`config.mk`:
```
export PLATFORM = sky130hd
export DESIGN_NAME = eag_top
export DESIGN_NICKNAME = d
export VERILOG_FILES = /design/src/eag_pkg.sv /design/src/eag_rel_add.sv /design/src/eag_top.sv
export SDC_FILE = /design/constraint.sdc
export NUM_CORES = 1
export LEC_CHECK = 0
export BUFFER_PORTS_ARGS = -buffer_cell sky130_fd_sc_hd__buf_2
export CAP_MARGIN = 30
export CORE_UTILIZATION = 51
export DETAILED_ROUTE_END_ITERATION = 6
export GPL_TIMING_DRIVEN = 0
export PLACE_DENSITY = 0.83
export SLEW_MARGIN = 20
export SYNTH_ARGS = -nofsm -noshare
export SYNTH_HDL_FRONTEND = slang
export SYNTH_HIERARCHICAL = 1
export SYNTH_SLANG_ARGS = --single-unit
```
`constraint.sdc`:
```
create_clock -name sys_clk -period 2.7 [get_ports sys_clk]
set_input_delay 0.27 -clock sys_clk [delete_from_list [all_inputs] [get_ports sys_clk]]
set_output_delay 0.27 -clock sys_clk [all_outputs]
set_load 0.03 [all_outputs]
```
`src/eag_pkg.sv`:
```
package eag_pkg;
  localparam int ADDR_W = 16;
  localparam int DATA_W = 8;
  localparam logic [15:0] PC_RST = 16'h0000;
  localparam logic [15:0] STEP_1 = 16'h0001;
  localparam logic [15:0] STEP_2 = 16'h0002;
  localparam logic [15:0] STEP_3 = 16'h0003;
  localparam int SYNC_STAGES = 2;

  // addressing mode of the instruction being formed
  typedef enum logic [2:0] {
    EAG_IX1 = 3'h0,
    EAG_IX2 = 3'h1,
    EAG_REL = 3'h3,
    EAG_BSC = 3'h2,
    EAG_BTB = 3'h6
  } eag_mode_t;

  // one instruction's operands, presented for one cycle
  typedef struct packed {
    eag_mode_t   mode;
    logic [2:0]  bit_num;
    logic        want_set;
    logic        cond;
    logic [7:0]  op1;
    logic [7:0]  op2;
    logic [7:0]  index;
    logic [7:0]  tested_byte;
  } eag_req_t;

  // results of one instruction
  typedef struct packed {
    logic [15:0] effective_address;
    logic [15:0] tested_byte_address;
    logic [15:0] branch_target_address;
    logic [15:0] pc;
    logic [7:0]  bit_mask;
    logic        taken;
    logic        carry_valid;
    logic        carry;
  } eag_rsp_t;
endpackage

```
`src/eag_rel_add.sv`:
```
`timescale 1ns/1ps
module eag_rel_add
  import eag_pkg::*;
(
  input  wire logic [15:0] base,  // pc of the opcode
  input  wire logic [15:0] len,   // instruction length
  input  wire logic [7:0]  disp,  // signed displacement
  output wire logic [15:0] next,  // sequential address
  output wire logic [15:0] target // branch target
);
  // sign extension before the add, wraps at 16 bits
  assign next   = base + len;                        // RULE9
  assign target = next + {{8{disp[7]}}, disp};       // RULE9
endmodule

```
`src/eag_top.sv`:
```
`timescale 1ns/1ps
// Notes on behaviour
// RULE1: short indexed adds index and operand byte, carry becomes high address byte, pc plus two.
// RULE2: long indexed adds index to the 16-bit operand with carry into the high byte, pc plus three.
// RULE3: relative branch adds the signed displacement to pc plus two only if taken, else pc plus two.
// RULE4: relative branch targets span 126 below to 129 above the opcode address.
// RULE5: bit set/clear uses the opcode bit number and a page-zero direct address, pc plus two.
// RULE6: bit test and branch reads the page-zero byte and branches from pc plus three on a match.
// RULE7: bit test and branch copies the tested bit into the carry flag, taken or not.
// RULE8: bit test and branch targets span 125 below to 130 above the opcode address.
// RULE9: pc arithmetic wraps at the address width with the displacement sign-extended.
module eag_top
  import eag_pkg::*;
(
  input  wire logic     sys_clk, // core clock
  input  wire logic     arst_n,  // async reset, active low
  input  wire logic     req_vld, // one-cycle request strobe
  input  wire eag_req_t req,     // operands for the request
  output eag_rsp_t      rsp,     // registered results
  output logic          rsp_vld  // one-cycle result strobe
);
  // reset release and the chained opcode address
  logic [SYNC_STAGES-1:0] rst_sync_r;    // reset release shift
  logic                   rst_n;         // synchronised reset
  logic [15:0]            pc_r;          // opcode address of the next request
  logic [15:0]            pc_nxt;        // pc_r after a request

  // next values of the answer fields
  logic                   mode_ok;       // known mode code
  logic [15:0]            new_pc;        // pc after a legal instruction
  logic [15:0]            ea_nxt;        // argument address
  logic [15:0]            tba_nxt;       // byte under test
  logic [15:0]            bta_nxt;       // branch target, taken or not
  logic [7:0]             mask_nxt;      // one-hot bit for the bit modes
  logic                   taken_nxt;     // branch goes
  logic                   carry_vld_nxt; // carry is written
  logic                   carry_nxt;     // copy of the tested bit

  // answer fields as shown on the port
  logic [15:0]            ea_r;          // argument address
  logic [15:0]            tba_r;         // tested byte address
  logic [15:0]            bta_r;         // branch target
  logic [7:0]             mask_r;        // bit mask
  logic                   taken_r;       // branch decision
  logic                   carry_vld_r;   // carry write
  logic                   carry_r;       // carry value

  // reset release through two flops; assertion stays asynchronous
  always_ff @(posedge sys_clk or negedge arst_n) begin
    if (!arst_n) rst_sync_r <= '0;
    else rst_sync_r <= {rst_sync_r[SYNC_STAGES-2:0], 1'b1};
  end
  assign rst_n = rst_sync_r[SYNC_STAGES-1];

  // answer struct is fixed at 16 address bits, and a single flop
  // of reset release could hand a metastable level to the datapath
  if (ADDR_W != 16) begin : g_bad_addr_w
    $error("eag_top needs a 16-bit address");
  end
  if (SYNC_STAGES < 2) begin : g_bad_sync
    $error("eag_top needs two reset release flops");
  end

  // decoded mode strobes
  wire        is_ix1 = (req.mode == EAG_IX1);
  wire        is_ix2 = (req.mode == EAG_IX2);
  wire        is_rel = (req.mode == EAG_REL);
  wire        is_bsc = (req.mode == EAG_BSC);
  wire        is_btb = (req.mode == EAG_BTB);

  // short indexed: nine-bit sum, carry lands in bit 8
  wire [8:0]  ix1_sum = {1'b0, req.index} + {1'b0, req.op1};                 // RULE1
  wire [15:0] ix1_ea  = {7'h00, ix1_sum};                                    // RULE1
  // long indexed: low byte carry ripples into the high byte
  wire [8:0]  ix2_lo  = {1'b0, req.index} + {1'b0, req.op2};                 // RULE2
  wire [7:0]  ix2_hi  = req.op1 + {7'h00, ix2_lo[8]};                        // RULE2
  wire [15:0] ix2_ea  = {ix2_hi, ix2_lo[7:0]};                               // RULE2
  // page-zero direct address for both bit modes
  wire [15:0] dir_ea  = {8'h00, req.op1};                                    // RULE5 RULE6
  wire [7:0]  mask    = 8'h01 << req.bit_num;                                // RULE5
  wire        tbit    = req.tested_byte[req.bit_num];                        // RULE7
  wire        match   = (tbit == req.want_set);                              // RULE6

  // pc arithmetic shares one adder, length and displacement chosen by mode
  wire [15:0] len     = (is_ix2 || is_btb) ? STEP_3 : STEP_2;                // RULE2 RULE6
  wire [7:0]  disp    = is_btb ? req.op2 : req.op1;
  wire [15:0] seq_pc;
  wire [15:0] tgt_pc;

  eag_rel_add u_add (
    .base   (pc_r),
    .len    (len),
    .disp   (disp),
    .next   (seq_pc),
    .target (tgt_pc)
  );

  // span of -126..+129 and -125..+130 follows from the fixed lengths
  wire        taken   = (is_rel && req.cond) || (is_btb && match);           // RULE3 RULE4 RULE6 RULE8

  // legal codes; anything else answers with zeros
  assign mode_ok = is_ix1 | is_ix2 | is_rel | is_bsc | is_btb;

  // next pc: target only when the branch goes, else the next opcode
  assign new_pc = taken ? tgt_pc : seq_pc;                                   // RULE3 RULE6 RULE9

  // unknown code restarts from zero rather than run on from garbage
  assign pc_nxt = mode_ok ? new_pc : 16'h0000;

  // argument address on the bus; a relative branch shows where it goes
  assign ea_nxt = is_ix1 ? ix1_ea :                                          // RULE1
                  is_ix2 ? ix2_ea :                                          // RULE2
                  is_rel ? new_pc :                                          // RULE3
                  is_bsc ? dir_ea :                                          // RULE5
                  is_btb ? dir_ea :                                          // RULE6
                  16'h0000;

  // tested byte address exists only for bit test and branch
  assign tba_nxt = is_btb ? dir_ea : 16'h0000;                               // RULE6

  // target always formed, so untaken branches can be traced too
  assign bta_nxt = mode_ok ? tgt_pc : 16'h0000;                              // RULE9

  // both bit modes share the mask; the others leave it clear
  assign mask_nxt = (is_bsc || is_btb) ? mask : 8'h00;                       // RULE5

  // decision is already zero for non-branch and unknown codes
  assign taken_nxt = taken;                                                  // RULE3 RULE6

  // carry copy happens whether or not the branch goes
  assign carry_vld_nxt = is_btb;                                             // RULE7
  assign carry_nxt     = is_btb & tbit;                                      // RULE7

  // answer assembled from flops only, no logic behind the port
  assign rsp = '{
    effective_address:     ea_r,
    tested_byte_address:   tba_r,
    branch_target_address: bta_r,
    pc:                    pc_r,
    bit_mask:              mask_r,
    taken:                 taken_r,
    carry_valid:           carry_vld_r,
    carry:                 carry_r
  };

  // result strobe trails the request by exactly one edge
  always_ff @(posedge sys_clk or negedge rst_n) begin
    if (!rst_n) begin
      rsp_vld <= 1'b0;
    end else begin
      rsp_vld <= req_vld;
    end
  end

  // opcode address chains from one request to the next
  always_ff @(posedge sys_clk or negedge rst_n) begin
    if (!rst_n) begin
      pc_r <= PC_RST;
    end else if (req_vld) begin
      pc_r <= pc_nxt;                                                        // RULE9
    end
  end

  // argument address holds until the next request
  always_ff @(posedge sys_clk or negedge rst_n) begin
    if (!rst_n) begin
      ea_r <= '0;
    end else if (req_vld) begin
      ea_r <= ea_nxt;
    end
  end

  // tested byte address, zero outside bit test and branch
  always_ff @(posedge sys_clk or negedge rst_n) begin
    if (!rst_n) begin
      tba_r <= '0;
    end else if (req_vld) begin
      tba_r <= tba_nxt;
    end
  end

  // branch target kept even when the branch does not go
  always_ff @(posedge sys_clk or negedge rst_n) begin
    if (!rst_n) begin
      bta_r <= '0;
    end else if (req_vld) begin
      bta_r <= bta_nxt;
    end
  end

  // bit mask for the read-modify-write of the bit modes
  always_ff @(posedge sys_clk or negedge rst_n) begin
    if (!rst_n) begin
      mask_r <= '0;
    end else if (req_vld) begin
      mask_r <= mask_nxt;
    end
  end

  // branch decision
  always_ff @(posedge sys_clk or negedge rst_n) begin
    if (!rst_n) begin
      taken_r <= 1'b0;
    end else if (req_vld) begin
      taken_r <= taken_nxt;
    end
  end

  // carry write strobe, kept with the answer it belongs to
  always_ff @(posedge sys_clk or negedge rst_n) begin
    if (!rst_n) begin
      carry_vld_r <= 1'b0;
    end else if (req_vld) begin
      carry_vld_r <= carry_vld_nxt;
    end
  end

  // carry level; stands so the core may latch it before the next request
  always_ff @(posedge sys_clk or negedge rst_n) begin
    if (!rst_n) begin
      carry_r <= 1'b0;
    end else if (req_vld) begin
      carry_r <= carry_nxt;
    end
  end
endmodule

```
==> results of run 1 <==
==> power groups by stage <==
stage / combinational [uW] / clock (uW) / sequential, uW
floorplan: 3240 / 0 / 2010
global placement: 4750 / 0 / 1520
detailed placement: 4910 / 0 / 1530
CTS: 5780 / 845 / 1510
global route: 8390 / 896 / 1540
finish: 8080 / 846 / 1520
==> timing repair <==
item,CTS,global route
gates resized for setup,36,61
pin swaps,32,34
setup buffers,23,26
setup endpoints to repair,41,37
hold endpoints to repair,3,0
hold buffers,2,0
==> worst register-to-register path, delay by kind of cell, from the launching register on <==
family	cells	cell delay (ns)
AO/OA/AOI/OAI	9	1.85
adder cells (fa/ha/maj)	3	0.83
flip-flops	1	0.42
AND/OR/NAND/NOR	3	0.37
XOR/XNOR	2	0.28
multiplexers	1	0.21
==> cells by family after synthesis <==
family	after synthesis
AO/OA/AOI/OAI	210
XOR/XNOR	39
adder cells (fa/ha/maj)	54
buffers and inverters	55
flip-flops	70
multiplexers	38
other	2
AND/OR/NAND/NOR	125
==> sequential cells by signal, summed over array words and instances, names as in the netlist, 2 cells and up <==
signal	count
mask_r	8
pc_r	16
bta_r	16
rst_sync_r	2
ea_r	16
tba_r	8
==> placed cells by master (no fill, tap or decap), types with 7 or more instances in the layout <==
cell,count
sky130_fd_sc_hd__o21bai_1,7
sky130_fd_sc_hd__ha_1,41
sky130_fd_sc_hd__a21oi_1,22
sky130_fd_sc_hd__conb_1,25
sky130_fd_sc_hd__o21ai_1,9
sky130_fd_sc_hd__xnor2_1,13
sky130_fd_sc_hd__clkbuf_8,11
sky130_fd_sc_hd__mux2i_1,27
sky130_fd_sc_hd__buf_6,13
sky130_fd_sc_hd__nand3_1,11
sky130_fd_sc_hd__a21oi_2,10
sky130_fd_sc_hd__dfrtp_1,69
sky130_fd_sc_hd__buf_4,50
sky130_fd_sc_hd__o21ai_0,24
sky130_fd_sc_hd__xor2_1,11
sky130_fd_sc_hd__o2bb2ai_1,32
sky130_fd_sc_hd__a21o_1,14
sky130_fd_sc_hd__nand2_1,31
sky130_fd_sc_hd__o211ai_1,8
sky130_fd_sc_hd__buf_2,109
sky130_fd_sc_hd__ha_4,8
sky130_fd_sc_hd__clkbuf_1,12
sky130_fd_sc_hd__mux2_2,8
sky130_fd_sc_hd__nor3_1,10
sky130_fd_sc_hd__inv_1,20
sky130_fd_sc_hd__nor2_1,24
sky130_fd_sc_hd__a22o_1,18
==> path summary, 6_finish.rpt <==
| path | from | end | cells after the start |
|---|---|---|---|
| worst max register to register | pc_r[0] | ea_r[15] | 18 |
| min in group sys_clk | req[31] | tba_r[7] | 3 |
| worst max-delay path | pc_r[0] | ea_r[15] | 18 |
| worst min-delay path | arst_n | rst_sync_r[1] | 2 |
| max in group asynchronous | rst_sync_r[1] | pc_r[4] | 1 |
| worst min register to register | rst_sync_r[1] | mask_r[1] | 0 |
==> cells in the mapped netlist (3+ instances only) <==
cell	number	area, um2
sky130_fd_sc_hd__nand4b_1	3	26.28
sky130_fd_sc_hd__mux2i_1	29	290.3
sky130_fd_sc_hd__o311ai_0	3	26.28
sky130_fd_sc_hd__nand3b_1	4	30.03
sky130_fd_sc_hd__xnor2_1	23	201.4
sky130_fd_sc_hd__nor2b_1	8	50.05
sky130_fd_sc_hd__fa_1	4	80.08
sky130_fd_sc_hd__a22o_1	18	157.7
sky130_fd_sc_hd__buf_4	11	82.58
sky130_fd_sc_hd__dfrtp_1	70	1752
sky130_fd_sc_hd__mux2_2	8	90.09
sky130_fd_sc_hd__nor2_1	27	101.4
sky130_fd_sc_hd__o211ai_1	8	60.06
sky130_fd_sc_hd__or3_1	5	31.28
sky130_fd_sc_hd__a21o_1	14	105.1
sky130_fd_sc_hd__nand2_1	35	131.4
sky130_fd_sc_hd__o2bb2ai_1	32	280.3
sky130_fd_sc_hd__inv_1	22	82.58
sky130_fd_sc_hd__xor2_1	16	140.1
sky130_fd_sc_hd__o21a_1	5	37.54
sky130_fd_sc_hd__o22ai_1	5	31.28
sky130_fd_sc_hd__o21ai_0	38	190.2
sky130_fd_sc_hd__nand2b_1	4	25.02
sky130_fd_sc_hd__nor3_1	12	60.06
sky130_fd_sc_hd__ha_1	50	625.6
sky130_fd_sc_hd__a21oi_1	36	180.2
sky130_fd_sc_hd__nand3_1	12	60.06
sky130_fd_sc_hd__o21bai_1	8	60.06
sky130_fd_sc_hd__a31oi_1	3	18.77
sky130_fd_sc_hd__o221ai_1	3	26.28
sky130_fd_sc_hd__a2bb2oi_1	3	26.28
sky130_fd_sc_hd__or2_2	3	18.77
sky130_fd_sc_hd__and3_1	3	18.77
sky130_fd_sc_hd__clkbuf_1	15	56.30
sky130_fd_sc_hd__a211oi_1	8	60.06
==> layout make-up <==
| type | instances | area [um2] |
|---|---|---|
| clock inverters | 7 | 56.30 |
| well taps | 136 | 170.2 |
| clock buffers | 9 | 123.9 |
| plain buffers | 31 | 215.2 |
| multi-input cells | 491 | 4304 |
| fillers | 698 | 2796 |
| inverters | 23 | 90.09 |
| repair buffers | 161 | 997.2 |
| flip-flops and latches | 70 | 1755 |
==> layer usage <==
| layer | up-vias | part of all wire |
|---|---|---|
| met3 | 128 | 0.089 |
| met4 | 0 | 0.065 |
| met1 | 2938 | 0.38 |
| met5 | - | 0 |
| li1 | 2592 | - |
| met2 | 427 | 0.46 |
==> stage by stage <==
stage                     cell area, um2  cells  total power [uW]  setup WS [ns]
after floorplan                     5892    616              5253         -1.068
after global placement              6608    861              6272         -2.130
after detailed placement            6631    862              6439         -2.327
after CTS                           7186    903              8127         -1.105
after global routing                7712    928             10830         -1.513
final                               7712    928             10440         -1.410
==> qor.csv, run 1 <==
stage,metric,value,unit
logic_synthesis,synthesized netlist cell count,593,
critical_path,cell family with the largest share of critical-path delay,compound AO/OA/AOI/OAI gates,
route,DRT Pass-1 Iters,7,
placement,Final Wtd Congestion,0.9616,
route,vias post-DR,6085,
critical_path,CP Cell Sequence,ha_4 > fa_2 > a21oi_2 > o21ai_2 > a21oi_2 > o21ai_2 > a41o_1 > xor2_2 > ha_1 > a21o_1 > nor3_4 > nor2_4 > a41oi_4 > nor3_4 > a311oi_4 > xnor2_2 > mux2i_2 > o21ai_1,
power,part of the power in the clock network,0.081,
die,core outline area,10510,um2
critical_path,Crit-path slowest cell,sky130_fd_sc_hd__dfrtp_1,
cts,clock transition at the registers of the reported paths,0.09,ns
status,status,finished with violations,
sta,clock period minus worst slack,4.110,ns
cts,root buffer selected by CTS,sky130_fd_sc_hd__clkbuf_8,
power,areal power density over the cells,1354,nW/um2
logic_synthesis,average size of a mapped cell,9.472,um2
route,final routed DRC violation total,6,
die,floorplan die height,106.9,um
cts,number of sinks handled by clock tree synthesis,70,
sta,worst slew margin relative to its limit,0.4016,
sta,final hold slack,0.1853,ns
sta,maximum clock frequency,243.3,MHz
cells_and_area,share of layout cells above drive strength 1,0.3737,
die,Initial Utilization,0.5345,
logic_synthesis,synthesized area,5617,um2
global_routing,total routing usage reported by global routing,0.3247,
cts,TritonCTS clock tree,done,
logic_synthesis,area share of and/or/nand/nor cells after synthesis,0.1116,
cts,Max H-tree Level,3,
logic_synthesis,sequential fraction of the synthesis area,0.3119,
route,drt via density,6.557,
logic_synthesis,count of warnings emitted by yosys,6,
power,maximum resistive drop on vdd,0.9446,mV
placement,Port Buf Inserts,109,
logic_synthesis,adder-cell share of the synthesized area,0.1256,
cts,maximum root-to-sink buffer count,2,
logic_synthesis,async set-or-reset flop fraction in the synthesized netlist,1.000,
global_routing,largest net degree at the start of global routing,44,
sta,actual transition at the worst max-transition pin,0.8917,ns
power,power dissipated by switching net loads,5193,uW
die,Horiz. Die Dim,106.9,um
route,Routed Antenna Nets,0,
global_routing,via count of the first global-routing pass,5624,
sta,RSZ-0062 raised after global routing,yes,
power,leakage power total,0.003625,uW
logic_synthesis,share of synthesized area spent on multiplexers,0.07173,
global_routing,global routing's busiest layer,met2,
route,number of DRC markers after the initial detailed-route iteration,612,
cts,clock latency of the later-clocked register in the worst-skew pair,0.39,ns
cells_and_area,Final nets,884,
critical_path,slowest cell delay on critical path,0.42,ns
critical_path,required time of the critical path,2.97,ns
global_routing,number of antenna violations at the first check in global routing,0,
critical_path,"critical path fanouts, max",3,
power,relative contribution of combinational cells to total power,0.774,
job,number of maximum-capacitance violations,0,
logic_synthesis,main combinational cell family by area after synthesis,compound AO/OA/AOI/OAI gates,
die,standard-cell row count,37,
sta,endpoints failing hold,0,
die,Boundary Pins,119,
power,Int Pwr,5247,uW
critical_path,worst reg-to-reg setup slack,-1.41,ns
critical_path,Worst EP arrival,4.38,ns
placement,Detailed Place HPWL,13.13,mm
cells_and_area,Synth-to-Final Area Change,37.31,%
cells_and_area,number of inserted diodes,0,
worst_hold_path,Worst Hold Class,in2async,
logic_synthesis,share of the synthesized netlist area taken by xor and xnor gates,0.06082,
critical_path,startpoint type of the worst setup path,register,
logic_synthesis,"synthesized-area fraction occupied by ao, oa, aoi and oai cells",0.2698,
global_routing,GR Overflow Total,0,
critical_path,Worst Setup Path Type,reg2reg,
die,Die Outline Area,11440,um2
global_routing,GR Util met3,0.05167,
power,fraction of power consumed by sequential logic,0.145,
logic_synthesis,Synth cell types,72,
sta,clock skew,0.01761,ns
sta,total setup violations reported at the end of the flow,37,
route,overall routed net length,20.72,mm
logic_synthesis,post-synthesis register bit count,70,
global_routing,wire length of the first global-routing pass,28.52,mm
critical_path,Worst setup EP type,register,
status,failing checks,"DRC, setup timing",
route,average wire length per cell after detail routing,22.33,um
cells_and_area,Layout Utilization,0.7339,
global_routing,met1 track demand over resource,0.4036,
critical_path,count of buffering cells on the critical path with inverters included,0,
global_routing,global routing usage on met2,0.5438,
sta,total count of max-transition violations in the final report,0,
sta,Final Cycle Share,1.522,
power,share of total power consumed by net switching,0.4974,
logic_synthesis,commonest register cell after synthesis,sky130_fd_sc_hd__dfrtp_1,
sta,worst path setup slack after routing,-1.410,ns
logic_synthesis,number of synthesized flops with an enable pin,0,
sta,final sum of negative setup slack,-29.50,ns
cts,CTS buffer count,9,
Power figures use the tool's default switching activity.
==> inputs of run 2 (changes only) <==
--- a/config.mk
+++ b/config.mk
@@ -7,7 +7,9 @@
 export LEC_CHECK = 0
 export BUFFER_PORTS_ARGS = -buffer_cell sky130_fd_sc_hd__buf_2
 export CAP_MARGIN = 30
+export CORE_ASPECT_RATIO = 0.8
 export CORE_UTILIZATION = 51
+export CTS_CLUSTER_SIZE = 16
 export DETAILED_ROUTE_END_ITERATION = 6
 export GPL_TIMING_DRIVEN = 0
 export PLACE_DENSITY = 0.83
==> qor.csv, run 2 (synthesized netlist as in run 1, its figures left out) <==
stage,metric,value,unit
status,status,finished with violations,
status,failing checks,setup timing,
power,power dissipated by switching net loads,4577,uW
power,relative contribution of combinational cells to total power,0.713,
cts,maximum root-to-sink buffer count,2,
critical_path,Worst EP arrival,4.21,ns
cts,clock transition at the registers of the reported paths,0.06,ns
cells_and_area,combined area of the multi-input logic cells,4174,um2
sta,clock period minus worst slack,4.013,ns
critical_path,required time of the critical path,2.90,ns
critical_path,cell family with the largest share of critical-path delay,compound AO/OA/AOI/OAI gates,
critical_path,Crit-path slowest cell,sky130_fd_sc_hd__dfrtp_1,
critical_path,count of buffering cells on the critical path with inverters included,0,
cells_and_area,"commonest non-fill, non-tap cells in the layout","sky130_fd_sc_hd__buf_2, sky130_fd_sc_hd__dfrtp_1, sky130_fd_sc_hd__ha_1, sky130_fd_sc_hd__buf_4, sky130_fd_sc_hd__nand2_1",
cts,number of sinks handled by clock tree synthesis,70,
die,standard-cell row count,33,
sta,clock skew,0.01036,ns
power,Int Pwr,4829,uW
power,part of the power in the clock network,0.125,
placement,Final Wtd Congestion,0.9266,
route,number of DRC markers after the initial detailed-route iteration,525,
cells_and_area,most common library cell in the layout ignoring fill and taps,sky130_fd_sc_hd__buf_2,
die,Boundary Pins,119,
sta,final hold slack,0.03700,ns
cts,CTS buffer count,9,
cts,clock latency of the later-clocked register in the worst-skew pair,0.35,ns
sta,final sum of negative setup slack,-23.47,ns
sta,total count of max-transition violations in the final report,0,
die,Horiz. Die Dim,119.3,um
route,overall routed net length,18.88,mm
cells_and_area,number of inserted diodes,0,
worst_hold_path,Worst Hold Class,in2reg,
route,average wire length per cell after detail routing,20.68,um
cts,root buffer selected by CTS,sky130_fd_sc_hd__clkbuf_16,
critical_path,capture instance of the worst register-to-register path,pc_r[15],
critical_path,worst reg-to-reg setup slack,-1.31,ns
cells_and_area,Filler Cell Count,792,
critical_path,slowest cell delay on critical path,0.42,ns
cells_and_area,share of layout cells above drive strength 1,0.3428,
worst_hold_path,capture endpoint of the worst hold path,rsp_vld,
critical_path,"critical path fanouts, max",5,
critical_path,startpoint type of the worst setup path,register,
power,areal power density over the cells,1250,nW/um2
global_routing,via count of the first global-routing pass,5598,
global_routing,total routing usage reported by global routing,0.3268,
route,drt via density,6.267,
sta,actual transition at the worst max-transition pin,0.9406,ns
worst_hold_path,worst hold path depth,1,
sta,maximum clock frequency,249.2,MHz
die,core outline area,10490,um2
route,DRT Pass-1 Iters,5,
critical_path,Worst Setup Path Type,reg2reg,
route,final routed DRC violation total,0,
power,fraction of power consumed by sequential logic,0.162,
placement,Detailed Place HPWL,13.27,mm
cells_and_area,Synth-to-Final Area Change,34.04,%
global_routing,largest net degree at the start of global routing,42,
sta,endpoints failing hold,0,
global_routing,GR Overflow Total,0,
global_routing,number of antenna violations at the first check in global routing,0,
job,number of maximum-capacitance violations,0,
route,vias post-DR,5722,
die,Initial Utilization,0.5356,
cts,Max H-tree Level,3,
global_routing,wire length of the first global-routing pass,28.40,mm
cells_and_area,Register Area,1757,um2
sta,worst slew margin relative to its limit,0.3687,
power,maximum resistive drop on vdd,0.6995,mV
worst_hold_path,hold_sp,req_vld,
cells_and_area,Final nets,865,
cells_and_area,Top Registers,"bta_r (16), ea_r (16), pc_r (16)",
critical_path,launching point of the worst reg2reg path,pc_r[0],
route,Routed Antenna Nets,0,
die,floorplan die height,95.87,um
sta,Final Cycle Share,1.486,
sta,RSZ-0062 raised after global routing,yes,
critical_path,count of cells along the worst register-to-register path,17,
cts,TritonCTS clock tree,done,
critical_path,Worst setup EP type,register,
placement,Port Buf Inserts,109,
critical_path,CP Cell Sequence,ha_4 > fa_2 > a21oi_2 > o21ai_2 > a21oi_2 > o21ai_2 > a221oi_2 > nor2b_4 > xnor2_2 > ha_1 > a21o_1 > a41oi_4 > nor3_2 > a311oi_2 > xnor2_1 > mux2i_1 > o2bb2ai_1,
sta,total setup violations reported at the end of the flow,35,
power,leakage power total,0.003551,uW
sta,worst path setup slack after routing,-1.313,ns
die,Die Outline Area,11440,um2
power,share of total power consumed by net switching,0.4866,
[run 2: cell count changes in the layout (fill, tap and decap cells not counted), moves of 4 or more]
cell and delta:
sky130_fd_sc_hd__buf_6 -7, sky130_fd_sc_hd__clkbuf_16 +9, sky130_fd_sc_hd__clkbuf_8 -10, sky130_fd_sc_hd__ha_4 -4
sky130_fd_sc_hd__buf_4 -12
[run 2: what timing repair did]
| item | CTS | global route |
|---|---|---|
| endpoints found under the hold margin | 2 | 0 |
| pin swaps | 28 | 25 |
| setup buffers | 20 | 12 |
| setup endpoints to repair | 42 | 37 |
| hold buffers | 1 | 0 |
| resized for setup | 33 | 41 |
[run 2: area by class of cell]
class / count / share of cell area
inverters: 23 / 0.01147
well taps: 140 / 0.02327
clock inverters: 7 / 0.008144
flip-flops and latches: 70 / 0.2333
multi-input cells: 491 / 0.5544
clock buffers: 9 / 0.02992
plain buffers: 31 / 0.02875
repair buffers: 142 / 0.1107
[run 2: power by group through the flow]
stage	clock (uW)	combinational, uW	sequential [uW]
after floorplan	0	3240	2010
after global placement	0	4690	1540
after detailed placement	0	4860	1540
after CTS	1180	5550	1520
after global routing	1220	7050	1560
final	1170	6710	1530
[run 2: worst max path at each step]
stage / slack (ns) / to / startpoint / depth (start not counted)
2_1_floorplan: -1.07 / ea_r[15] / req[39] / 21
3_3_place_gp: -2.14 / ea_r[15] / req[37] / 23
3_5_place_dp: -2.28 / ea_r[15] / req[37] / 23
4_1_cts: -1.17 / pc_r[15] / req[37] / 23
5_1_grt: -1.43 / pc_r[15] / pc_r[0] / 17
6_report: -1.31 / pc_r[15] / pc_r[0] / 17
[run 2: through the flow]
step	instances	cell area [um2]	util	setup slack, ns	total power (uW)
6_report	913	7528	0.7178	-1.313	9407
3_3_place_gp	865	6613	0.6305	-2.144	6224
3_5_place_dp	866	6636	0.6328	-2.280	6405
4_1_cts	903	7229	0.6893	-1.171	8257
2_1_floorplan	616	5892	-	-1.068	5253
5_1_grt	913	7528	0.7178	-1.427	9832
[run 2: metal layers]
layer / up-vias / track usage / wire length [um]
met1: 2763 / 0.4144 / 7695
met4: 0 / 0.1208 / 598
met2: 340 / 0.5528 / 8923
li1: 2560 / - / -
met5: - / 0 / 0
met3: 59 / 0.07168 / 1662
